File: src/inc/dces_pkg.sv
// Constants for the DMA channel enable and structure-select register block
// How it works
// RQ1: Enable set register reads channel enable state.
// RQ2: Bit n belongs to channel n.
// RQ3: Enable set write ones enable; zeros ignored.
// RQ4: Enable clear is write-only; ones disable.
// RQ5: Completed DMA cycle clears channel enable.
// RQ6: Alternate set register reads structure in use.
// RQ7: Alternate set write ones select alternate.
// RQ8: Primary select write ones select primary.
// RQ9: Controller sets/clears select during ping-pong, scatter-gather.
// RQ10: Upper bits and clear registers read zero.
// RQ11: Collisions: software wins enable, hardware wins select.
package dces_pkg;
  localparam int          NUM_CHAN         = 16;
  localparam int          ADDR_W           = 32;
  localparam logic [31:0] OFS_EN_SET       = 32'h40010028;
  localparam logic [31:0] OFS_EN_CLR       = 32'h4001002c;
  localparam logic [31:0] OFS_ALT_SET      = 32'h40010030;
  localparam logic [31:0] OFS_PRI_SEL      = 32'h40010034;
  localparam logic [15:0] RST_CHAN_BITS    = 16'h0000;
  localparam logic [1:0]  RESP_OKAY        = 2'h0;
  localparam logic [1:0]  RESP_SLVERR      = 2'h2;
endpackage

File: src/logic/dces_chan_bit.sv
// One channel's enable and structure-select flip-flop pair
`timescale 1ns/10ps
module dces_chan_bit
  import dces_pkg::*;
(
  // Clock and reset
  input  wire logic core_clk,
  input  wire logic rst_n,
  // Software strobes
  input  wire logic en_set,
  input  wire logic en_clr,
  input  wire logic alt_set,
  input  wire logic pri_sel,
  // Controller updates
  input  wire logic done,
  input  wire logic hw_alt_set,
  input  wire logic hw_alt_clr,
  // State
  output logic      enabled,
  output logic      alt_sel
);
  typedef struct packed {
    logic en;
    logic alt;
  } dces_bit_t;

  dces_bit_t st_r;
  dces_bit_t st_nxt;

  always_comb begin
    st_nxt = st_r;
    // Software writes are applied after completion so they win
    if (done) begin
      st_nxt.en = 1'b0; // [RQ5]
    end
    if (en_set) begin
      st_nxt.en = 1'b1; // [RQ3] [RQ11]
    end
    if (en_clr) begin
      st_nxt.en = 1'b0; // [RQ4]
    end
    if (alt_set) begin
      st_nxt.alt = 1'b1; // [RQ7]
    end
    if (pri_sel) begin
      st_nxt.alt = 1'b0; // [RQ8]
    end
    // Hardware sequencing wins: the engine is mid-transfer and must not lose step
    if (hw_alt_set) begin
      st_nxt.alt = 1'b1; // [RQ9] [RQ11]
    end
    if (hw_alt_clr) begin
      st_nxt.alt = 1'b0; // [RQ9]
    end
  end

  always_ff @(posedge core_clk or negedge rst_n) begin
    if (!rst_n) begin
      st_r <= '0;
    end else begin
      st_r <= st_nxt;
    end
  end

  assign enabled = st_r.en;
  assign alt_sel = st_r.alt;
endmodule

File: src/logic/dces_top.sv
// AXI4-Lite register block for per-channel DMA enable and structure select
//
// The AXI4-Lite slave port was left to the implementer.
`timescale 1ns/10ps
module dces_top
  import dces_pkg::*;
#(
  parameter int NCH = NUM_CHAN
) (
  // Clock and reset
  input  wire logic              core_clk,
  input  wire logic              rst_n,
  // AXI4-Lite write address
  input  wire logic [ADDR_W-1:0] s_axi_awaddr,
  input  wire logic [2:0]        s_axi_awprot,
  input  wire logic              s_axi_awvalid,
  output logic                   s_axi_awready,
  // AXI4-Lite write data
  input  wire logic [31:0]       s_axi_wdata,
  input  wire logic [3:0]        s_axi_wstrb,
  input  wire logic              s_axi_wvalid,
  output logic                   s_axi_wready,
  // AXI4-Lite write response
  output logic [1:0]             s_axi_bresp,
  output logic                   s_axi_bvalid,
  input  wire logic              s_axi_bready,
  // AXI4-Lite read address
  input  wire logic [ADDR_W-1:0] s_axi_araddr,
  input  wire logic [2:0]        s_axi_arprot,
  input  wire logic              s_axi_arvalid,
  output logic                   s_axi_arready,
  // AXI4-Lite read data
  output logic [31:0]            s_axi_rdata,
  output logic [1:0]             s_axi_rresp,
  output logic                   s_axi_rvalid,
  input  wire logic              s_axi_rready,
  // Transfer engine side
  input  wire logic [NCH-1:0]    chan_done,
  input  wire logic [NCH-1:0]    chan_alt_hw_set,
  input  wire logic [NCH-1:0]    chan_alt_hw_clr,
  output logic [NCH-1:0]         chan_enabled,
  output logic [NCH-1:0]         chan_alt_sel
);
  typedef struct packed {
    logic                awready;
    logic                wready;
    logic                bvalid;
    logic [1:0]          bresp;
    logic                aw_held;
    logic [ADDR_W-1:0]   aw_addr;
    logic                w_held;
    logic [31:0]         w_data;
    logic [3:0]          w_strb;
    logic                arready;
    logic                rvalid;
    logic [1:0]          rresp;
    logic [31:0]         rdata;
  } dces_bus_t;

  dces_bus_t bus_r;
  dces_bus_t bus_nxt;

  logic [NCH-1:0] en_q;
  logic [NCH-1:0] alt_q;
  logic [NCH-1:0] sw_en_set;
  logic [NCH-1:0] sw_en_clr;
  logic [NCH-1:0] sw_alt_set;
  logic [NCH-1:0] sw_pri_sel;
  logic           wr_go;
  logic [15:0]    wbits;
  logic [NCH-1:0] chan_en_r;
  logic [NCH-1:0] chan_alt_r;

  // Write commits once both address and data are held and no response is pending
  assign wr_go = bus_r.aw_held && bus_r.w_held && !bus_r.bvalid;
  // Only the low two byte lanes carry channel bits
  assign wbits = {bus_r.w_strb[1] ? bus_r.w_data[15:8] : 8'h00,
                  bus_r.w_strb[0] ? bus_r.w_data[7:0]  : 8'h00};

  always_comb begin
    sw_en_set  = '0;
    sw_en_clr  = '0;
    sw_alt_set = '0;
    sw_pri_sel = '0;
    if (wr_go) begin
      case (bus_r.aw_addr)
        OFS_EN_SET:  sw_en_set  = wbits[NCH-1:0]; // [RQ3]
        OFS_EN_CLR:  sw_en_clr  = wbits[NCH-1:0]; // [RQ4]
        OFS_ALT_SET: sw_alt_set = wbits[NCH-1:0]; // [RQ7]
        OFS_PRI_SEL: sw_pri_sel = wbits[NCH-1:0]; // [RQ8]
        default: begin
        end
      endcase
    end
  end

  genvar gi;
  generate
    for (gi = 0; gi < NCH; gi++) begin : g_chan
      // Bit gi of every register is channel gi
      dces_chan_bit u_bit ( // [RQ2]
        .core_clk   (core_clk),
        .rst_n      (rst_n),
        .en_set     (sw_en_set[gi]),
        .en_clr     (sw_en_clr[gi]),
        .alt_set    (sw_alt_set[gi]),
        .pri_sel    (sw_pri_sel[gi]),
        .done       (chan_done[gi]),
        .hw_alt_set (chan_alt_hw_set[gi]),
        .hw_alt_clr (chan_alt_hw_clr[gi]),
        .enabled    (en_q[gi]),
        .alt_sel    (alt_q[gi])
      );
    end
  endgenerate

  always_comb begin
    bus_nxt = bus_r;
    // Write address and data taken independently, in either order
    if (s_axi_awvalid && bus_r.awready) begin
      bus_nxt.aw_held = 1'b1;
      bus_nxt.aw_addr = s_axi_awaddr;
    end
    if (s_axi_wvalid && bus_r.wready) begin
      bus_nxt.w_held = 1'b1;
      bus_nxt.w_data = s_axi_wdata;
      bus_nxt.w_strb = s_axi_wstrb;
    end
    bus_nxt.awready = !bus_nxt.aw_held && !bus_r.bvalid;
    bus_nxt.wready  = !bus_nxt.w_held && !bus_r.bvalid;
    if (wr_go) begin
      bus_nxt.aw_held = 1'b0;
      bus_nxt.w_held  = 1'b0;
      bus_nxt.bvalid  = 1'b1;
      bus_nxt.awready = 1'b0;
      bus_nxt.wready  = 1'b0;
      case (bus_r.aw_addr)
        OFS_EN_SET, OFS_EN_CLR, OFS_ALT_SET, OFS_PRI_SEL: bus_nxt.bresp = RESP_OKAY;
        default: bus_nxt.bresp = RESP_SLVERR;
      endcase
    end
    if (bus_r.bvalid && s_axi_bready) begin
      bus_nxt.bvalid  = 1'b0;
      bus_nxt.awready = 1'b1;
      bus_nxt.wready  = 1'b1;
    end
    // Read: one outstanding, answered the cycle after the address is taken
    if (s_axi_arvalid && bus_r.arready) begin
      bus_nxt.arready = 1'b0;
      bus_nxt.rvalid  = 1'b1;
      bus_nxt.rresp   = RESP_OKAY;
      bus_nxt.rdata   = 32'h00000000; // [RQ10]
      case (s_axi_araddr)
        OFS_EN_SET:  bus_nxt.rdata[NCH-1:0] = en_q; // [RQ1]
        OFS_ALT_SET: bus_nxt.rdata[NCH-1:0] = alt_q; // [RQ6]
        OFS_EN_CLR, OFS_PRI_SEL: bus_nxt.rdata = 32'h00000000; // [RQ10]
        default: bus_nxt.rresp = RESP_SLVERR;
      endcase
    end
    if (bus_r.rvalid && s_axi_rready) begin
      bus_nxt.rvalid  = 1'b0;
      bus_nxt.arready = 1'b1;
    end
  end

  always_ff @(posedge core_clk or negedge rst_n) begin
    if (!rst_n) begin
      bus_r         <= '0;
      bus_r.awready <= 1'b1;
      bus_r.wready  <= 1'b1;
      bus_r.arready <= 1'b1;
      chan_en_r     <= '0;
      chan_alt_r    <= '0;
    end else begin
      bus_r      <= bus_nxt;
      chan_en_r  <= en_q;
      chan_alt_r <= alt_q;
    end
  end

  assign s_axi_awready = bus_r.awready;
  assign s_axi_wready  = bus_r.wready;
  assign s_axi_bvalid  = bus_r.bvalid;
  assign s_axi_bresp   = bus_r.bresp;
  assign s_axi_arready = bus_r.arready;
  assign s_axi_rvalid  = bus_r.rvalid;
  assign s_axi_rresp   = bus_r.rresp;
  assign s_axi_rdata   = bus_r.rdata;
  // Registered copies cost one cycle of lag versus the live state
  assign chan_enabled  = chan_en_r;
  assign chan_alt_sel  = chan_alt_r;

  // Assertions
  chk_done_clears_en: assert property (@(posedge core_clk) disable iff (!rst_n) // [RQ5]
    (chan_done[0] && !sw_en_set[0]) |=> ##1 !chan_enabled[0])
    else $error("channel 0 still enabled after completion");
  chk_set_enables: assert property (@(posedge core_clk) disable iff (!rst_n) // [RQ3]
    (sw_en_set[1] && !sw_en_clr[1]) |=> ##1 chan_enabled[1])
    else $error("enable set write did not enable channel");
  chk_clr_disables: assert property (@(posedge core_clk) disable iff (!rst_n) // [RQ4]
    sw_en_clr[2] |=> ##1 !chan_enabled[2])
    else $error("enable clear write did not disable channel");
  chk_sw_wins_en: assert property (@(posedge core_clk) disable iff (!rst_n) // [RQ11]
    (chan_done[3] && sw_en_set[3] && !sw_en_clr[3]) |=> en_q[3])
    else $error("completion beat software enable");
  chk_hw_wins_alt: assert property (@(posedge core_clk) disable iff (!rst_n) // [RQ9]
    (chan_alt_hw_set[4] && !chan_alt_hw_clr[4]) |=> alt_q[4])
    else $error("hardware alternate set lost");
  chk_pri_sel_clr: assert property (@(posedge core_clk) disable iff (!rst_n) // [RQ8]
    (sw_pri_sel[5] && !chan_alt_hw_set[5]) |=> ##1 !chan_alt_sel[5])
    else $error("primary select write ignored");
  chk_alt_set_sets: assert property (@(posedge core_clk) disable iff (!rst_n) // [RQ7]
    (sw_alt_set[6] && !sw_pri_sel[6] && !chan_alt_hw_clr[6]) |=> alt_q[6])
    else $error("alternate set write ignored");
  chk_rd_upper_zero: assert property (@(posedge core_clk) disable iff (!rst_n) // [RQ10]
    s_axi_rvalid |-> s_axi_rdata[31:16] == 16'h0000)
    else $error("upper read bits not zero");
  chk_rd_enable: assert property (@(posedge core_clk) disable iff (!rst_n) // [RQ1]
    (s_axi_arvalid && s_axi_arready && s_axi_araddr == OFS_EN_SET)
      |=> s_axi_rvalid && s_axi_rdata[NCH-1:0] == $past(en_q))
    else $error("enable readback mismatch");
  chk_rd_alt: assert property (@(posedge core_clk) disable iff (!rst_n) // [RQ6]
    (s_axi_arvalid && s_axi_arready && s_axi_araddr == OFS_ALT_SET)
      |=> s_axi_rvalid && s_axi_rdata[NCH-1:0] == $past(alt_q))
    else $error("structure select readback mismatch");
  chk_rd_clr_zero: assert property (@(posedge core_clk) disable iff (!rst_n) // [RQ10]
    (s_axi_arvalid && s_axi_arready
      && (s_axi_araddr == OFS_EN_CLR || s_axi_araddr == OFS_PRI_SEL))
      |=> s_axi_rvalid && s_axi_rdata == 32'h00000000)
    else $error("write-only register did not read zero");
  chk_wr_resp_okay: assert property (@(posedge core_clk) disable iff (!rst_n) // [RQ3]
    (wr_go && bus_r.aw_addr == OFS_EN_SET) |=> s_axi_bvalid && s_axi_bresp == RESP_OKAY)
    else $error("mapped write not answered okay");
  // A held response must not change under a stalled master
  chk_b_hold: assert property (@(posedge core_clk) disable iff (!rst_n) // [RQ3]
    (s_axi_bvalid && !s_axi_bready) |=> s_axi_bvalid && $stable(s_axi_bresp))
    else $error("write response dropped before taken");
  chk_r_hold: assert property (@(posedge core_clk) disable iff (!rst_n) // [RQ1]
    (s_axi_rvalid && !s_axi_rready) |=> s_axi_rvalid && $stable(s_axi_rdata))
    else $error("read data dropped before taken");
  chk_aw_busy: assert property (@(posedge core_clk) disable iff (!rst_n) // [RQ3]
    s_axi_bvalid |-> !s_axi_awready && !s_axi_wready)
    else $error("new write accepted while response pending");

  // Every channel is checked, not only the sample channels above
  genvar ga;
  generate
    for (ga = 0; ga < NCH; ga++) begin : g_chk
      chk_en_done: assert property (@(posedge core_clk) disable iff (!rst_n) // [RQ5]
        (chan_done[ga] && !sw_en_set[ga]) |=> !en_q[ga])
        else $error("completion did not clear enable");
      chk_en_sw_set: assert property (@(posedge core_clk) disable iff (!rst_n) // [RQ11]
        (sw_en_set[ga] && !sw_en_clr[ga]) |=> en_q[ga])
        else $error("software enable lost");
      chk_en_sw_clr: assert property (@(posedge core_clk) disable iff (!rst_n) // [RQ4]
        sw_en_clr[ga] |=> !en_q[ga])
        else $error("software disable lost");
      chk_en_hold: assert property (@(posedge core_clk) disable iff (!rst_n) // [RQ3]
        (!chan_done[ga] && !sw_en_set[ga] && !sw_en_clr[ga])
          |=> en_q[ga] == $past(en_q[ga]))
        else $error("enable changed with no cause");
      chk_alt_hw_clr: assert property (@(posedge core_clk) disable iff (!rst_n) // [RQ9]
        chan_alt_hw_clr[ga] |=> !alt_q[ga])
        else $error("hardware primary select lost");
      chk_alt_hw_set: assert property (@(posedge core_clk) disable iff (!rst_n) // [RQ11]
        (chan_alt_hw_set[ga] && !chan_alt_hw_clr[ga]) |=> alt_q[ga])
        else $error("hardware alternate select lost");
      chk_alt_sw_set: assert property (@(posedge core_clk) disable iff (!rst_n) // [RQ7]
        (sw_alt_set[ga] && !chan_alt_hw_clr[ga]) |=> alt_q[ga])
        else $error("software alternate select lost");
      chk_alt_sw_pri: assert property (@(posedge core_clk) disable iff (!rst_n) // [RQ8]
        (sw_pri_sel[ga] && !chan_alt_hw_set[ga]) |=> !alt_q[ga])
        else $error("software primary select lost");
      chk_out_en_lag: assert property (@(posedge core_clk) disable iff (!rst_n) // [RQ2]
        chan_enabled[ga] == $past(en_q[ga]))
        else $error("enable output not one cycle behind state");
      chk_out_alt_lag: assert property (@(posedge core_clk) disable iff (!rst_n) // [RQ2]
        chan_alt_sel[ga] == $past(alt_q[ga]))
        else $error("select output not one cycle behind state");
    end
  endgenerate
endmodule

File: config.mk
export PLATFORM = sky130hd
export DESIGN_NAME = dces_top
export DESIGN_NICKNAME = d
export VERILOG_FILES = /design/src/inc/dces_pkg.sv /design/src/logic/dces_chan_bit.sv /design/src/logic/dces_top.sv
export SDC_FILE = /design/constraint.sdc
export NUM_CORES = 1
export LEC_CHECK = 0
export BUFFER_PORTS_ARGS = -buffer_cell sky130_fd_sc_hd__buf_2
export CORE_MARGIN = 3
export CORE_UTILIZATION = 40
export DETAILED_ROUTE_END_ITERATION = 7
export PLACE_DENSITY = 0.67
export REMOVE_ABC_BUFFERS = 1
export SETUP_SLACK_MARGIN = 0.15
export SYNTH_ARGS = -nofsm -noshare
export SYNTH_HDL_FRONTEND = slang
export SYNTH_SLANG_ARGS = --single-unit
File: constraint.sdc
create_clock -name core_clk -period 3.4 [get_ports core_clk]
set_input_delay 0.17 -clock core_clk [delete_from_list [all_inputs] [get_ports core_clk]]
set_output_delay 0.17 -clock core_clk [all_outputs]
set_load 0.02 [all_outputs]
==> summary.txt <==
Timing
  • Setup TNS: 0 ns
  • Max Slew Vio Count: 0
  • Slew @ Worst Pin: roughly 1.1 ns
  • Hold Vio Cnt, Final: 0
  • Slew HR: 24.5%
  • Final period util: 77.6%
  • Finish-stage setup viols: 0
  • RSZ-0062 raised after global routing: false
  • Clk_skew: around 0.0068 ns
  • Tmin final: 2.64 ns
  • Maximum clock rate: 0.379 GHz
  • Hold_ws: between 0.015 and 0.02 ns

Logic synthesis
  • Commonest cells in the netlist: dfrtp_1, mux2_2, buf_4
  • Gate Count Post-Synth: 490
  • Synth top area share: between 50% and 60%
  • Top post-synthesis cells by area: dfrtp_1, mux2_2, a22o_1
  • Seq/Total Area, Yosys: 57.2%
  • Area leader, netlist: dfrtp_1
  • Number of flops mapped to enable cells by yosys: 0
  • Syn. warnings: 0
  • FF+latch count, synth: about 140
  • Ys flop type: dfrtp_1
  • Post-synthesis cell type count: 37
  • Avg Inst Size Synth: 12.4 µm²
  • Mapped Area: 6090 µm²
  • Ys async rst share: 100%
  • Most numerous cell in the Yosys netlist: dfrtp_1

Finish
  • Fill cell count: 1195
  • Share of cells above drive strength 1: between 30% and 40%
  • Final #Nets: 904
  • Register area: 3480 µm²
  • Synth-to-Final Area Change: 40.3%
  • Non-filler instance count after layout: between 900 and 1000
  • Multi-input logic area: 2210 µm²

Drt
  • Remaining DRCs: 0
  • Vias per inst: approximately 5.2
  • DRT Pass-1 Iters: 4
  • DR iter-0 viols: 221
  • Antenna-violating nets left: 0
  • Via Count: 4911
  • DR WL/cell: 17.9 µm
  • Final wirelength: 16900 µm

Place
  • Placed Cells incl. Taps: between 800 and 900
  • Dpl hpwl: approximately 11000 µm
  • GP Congestion: 0.805
  • PortBufs: roughly 190

Clock tree
  • Hold Buf Count CTS: 87
  • Clock root cell: clkbuf_16
  • H-Tree Depth: 4
  • Buffer depth of the longest clock path: 2
  • Clock-pin slew on the worst setup and hold paths: 0.06 ns
  • Post-CTS Setup Bufs: 0
  • Clk_lat worst skew: roughly 0.42 ns
  • CTS tree: yes
  • Num CTS Buffers: 17
  • Post-CTS Resized: 0
  • Clk sink count: between 100 and 150

Worst setup path
  • Crit-path slowest cell: dlygate4sd3_1
  • CP endpoint kind: flip-flop
  • Worst R2R Path Depth: 6
  • Worst Path Max Fanout: 32
  • Critical path origin: bus_r[76]
  • Crit path DAT: 2.99 ns
  • Worst setup path class: reg -> reg
  • Worst R2R Start: bus_r[76]
  • Cell Chain, Critical Path: nor4b_1 > nand4_1 > buf_4 > or4_1 > a31oi_1 > dlygate4sd3_1
  • CP required: ~3.8 ns
  • Slack of the worst reg-to-reg path: around 0.76 ns
  • Cell count along the critical path: 6
  • Worst Setup EP: g_chan[12].u_bit.alt_sel
  • Reg2Reg Capture Point: g_chan[12].u_bit.alt_sel
  • Critical path launch point type: flip-flop
  • CP top delay family: simple AND/OR/NAND/NOR gates
  • Delay of the slowest cell on the worst path: between 0.5 and 0.6 ns
  • Crit path buf inv count: 2

Global route
  • Met3 Track Usage GR: 6.80%
  • Busiest metal layer after global routing: met2
  • Met2 Use GR: 36.7%
  • First-pass GRT wire length: 26400 µm
  • GRT Total Usage: 20.7%
  • Antenna violations before repair: 1
  • Vias in the first global route: between 5000 and 6000
  • Met1 usage: 23.5%
  • Overflow after GRT: 0
  • Largest net degree at the start of global routing: 112

Power
  • Clock Power Share: 37.5%
  • Worst VDD drop: between 0.4 and 0.5 mV
  • Tot Pwr: 5.55 mW
  • Static leakage: 4.16 nW
  • Sw Ratio: between 20 and 30%
  • NetSw: 1.55 mW
  • Combinational power share: 19.5%
  • Reg power frac: 43.1%
  • Internal Power: about 4 mW
  • Power Dens Cells: roughly 650 nW/µm²

Floorplan
  • Row count: 44
  • Die width: 129 µm
  • Chip Height: 129 µm
  • Die area: 16700 µm²
  • Top Ports: 234
  • Core footprint: roughly 15000 µm²
  • Starting Density: 41.4%

Status
  • Status: finished, final reports clean

Min path
  • Worst hold start: chan_done[15]
  • HP Class: in -> reg

Job
  • Max-Cap Viols: 0
==> power groups by stage <==
| stage | clock network [mW] | registers [mW] | logic (mW) |
|---|---|---|---|
| 6_report | 2.08 | 2.39 | 1.08 |
| 3_3_place_gp | 0 | 2.38 | 0.961 |
| 3_5_place_dp | 0 | 2.41 | 0.997 |
| 5_1_grt | 2.19 | 2.44 | 1.18 |
| 4_1_cts | 2.11 | 2.39 | 1.08 |
| 2_1_floorplan | 0 | 2.36 | 0.638 |
==> worst min-delay path by stage <==
stage,cells past startpoint,to
final,3,g_chan[15].u_bit.enabled
after global routing,3,g_chan[12].u_bit.enabled
after CTS,3,g_chan[15].u_bit.enabled
after detailed placement,2,g_chan[1].u_bit.alt_sel
after global placement,2,g_chan[5].u_bit.alt_sel
after floorplan,0,bus_r[100]
==> flip-flops by register name (all words and copies together) (netlist names), 16 cells and up <==
name	flops
bus_r	52
chan_alt_sel	16
chan_enabled	16
g_chan.u_bit.alt_sel	16
g_chan.u_bit.enabled	16
s_axi_rdata	16
==> layout by cell type, fill, tap and decap left out, drive strengths merged, types with 3 or more instances in the layout <==
cell type and instances:
buf 198, dfrtp 136, dlygate4sd3 87, mux2 52, a22o 32, nand2 22
clkbuf 22, nand4 19, mux2i 18, conb 18, o31ai 17, inv 17
and2 16, nand2b 16, or4 16, a31oi 16, nor4 9, nor4b 8
nor2 7, bufinv 5, nor2b 4, nor3 3, clkinvlp 3, dfstp 3
==> cell families (layout without fill, tap and decap cells) <==
group	count (synthesis)	count (layout)	synth area share, %
flops	139	139	57.2
compound gates	69	69	8.71
other cells	1	19	0.0616
buf+inv	85	334	7.91
mux	70	70	12.6
simple gates	126	126	13.6
==> worst reg2reg max path: cells and delay by family, from the launching register on <==
| kind | cells | cell delay (ns) |
|---|---|---|
| buffers and inverters | 2 | 0.87 |
| AOI/OAI and AO/OA | 1 | 0.20 |
| and+or+nand+nor | 3 | 1.08 |
| DFF | 1 | 0.42 |
==> metrics by stage <==
| stage | instance area [µm²] | setup slack (ns) | util [%] |
|---|---|---|---|
| global placement | 7000 | 1.19 | 47.6 |
| finish | 8540 | 0.763 | 58.1 |
| CTS | 8540 | 0.790 | 58.1 |
| detailed placement | 7000 | 1.14 | 47.6 |
| floorplan | 5740 | 1.23 | - |
| global route | 8540 | 0.615 | 58.1 |
==> cell type report <==
cell class / instances / area share (%)
antenna: 1 / 0.0293
clock buffer: 22 / 5.67
clock inverter: 10 / 2.18
inverter: 17 / 0.747
multi-input combinational: 283 / 25.8
sequential: 139 / 40.8
tap: 184 / 2.70
timing repair buffer: 285 / 22.1
==> metal layers <==
layer / up-vias / routed length, µm
met5: - / 0
met3: 34 / 1340
met2: 214 / 8680
li1: 2237 / -
met1: 2426 / 6560
met4: 0 / 289
Note: power is estimated with default switching activity, not from simulation.
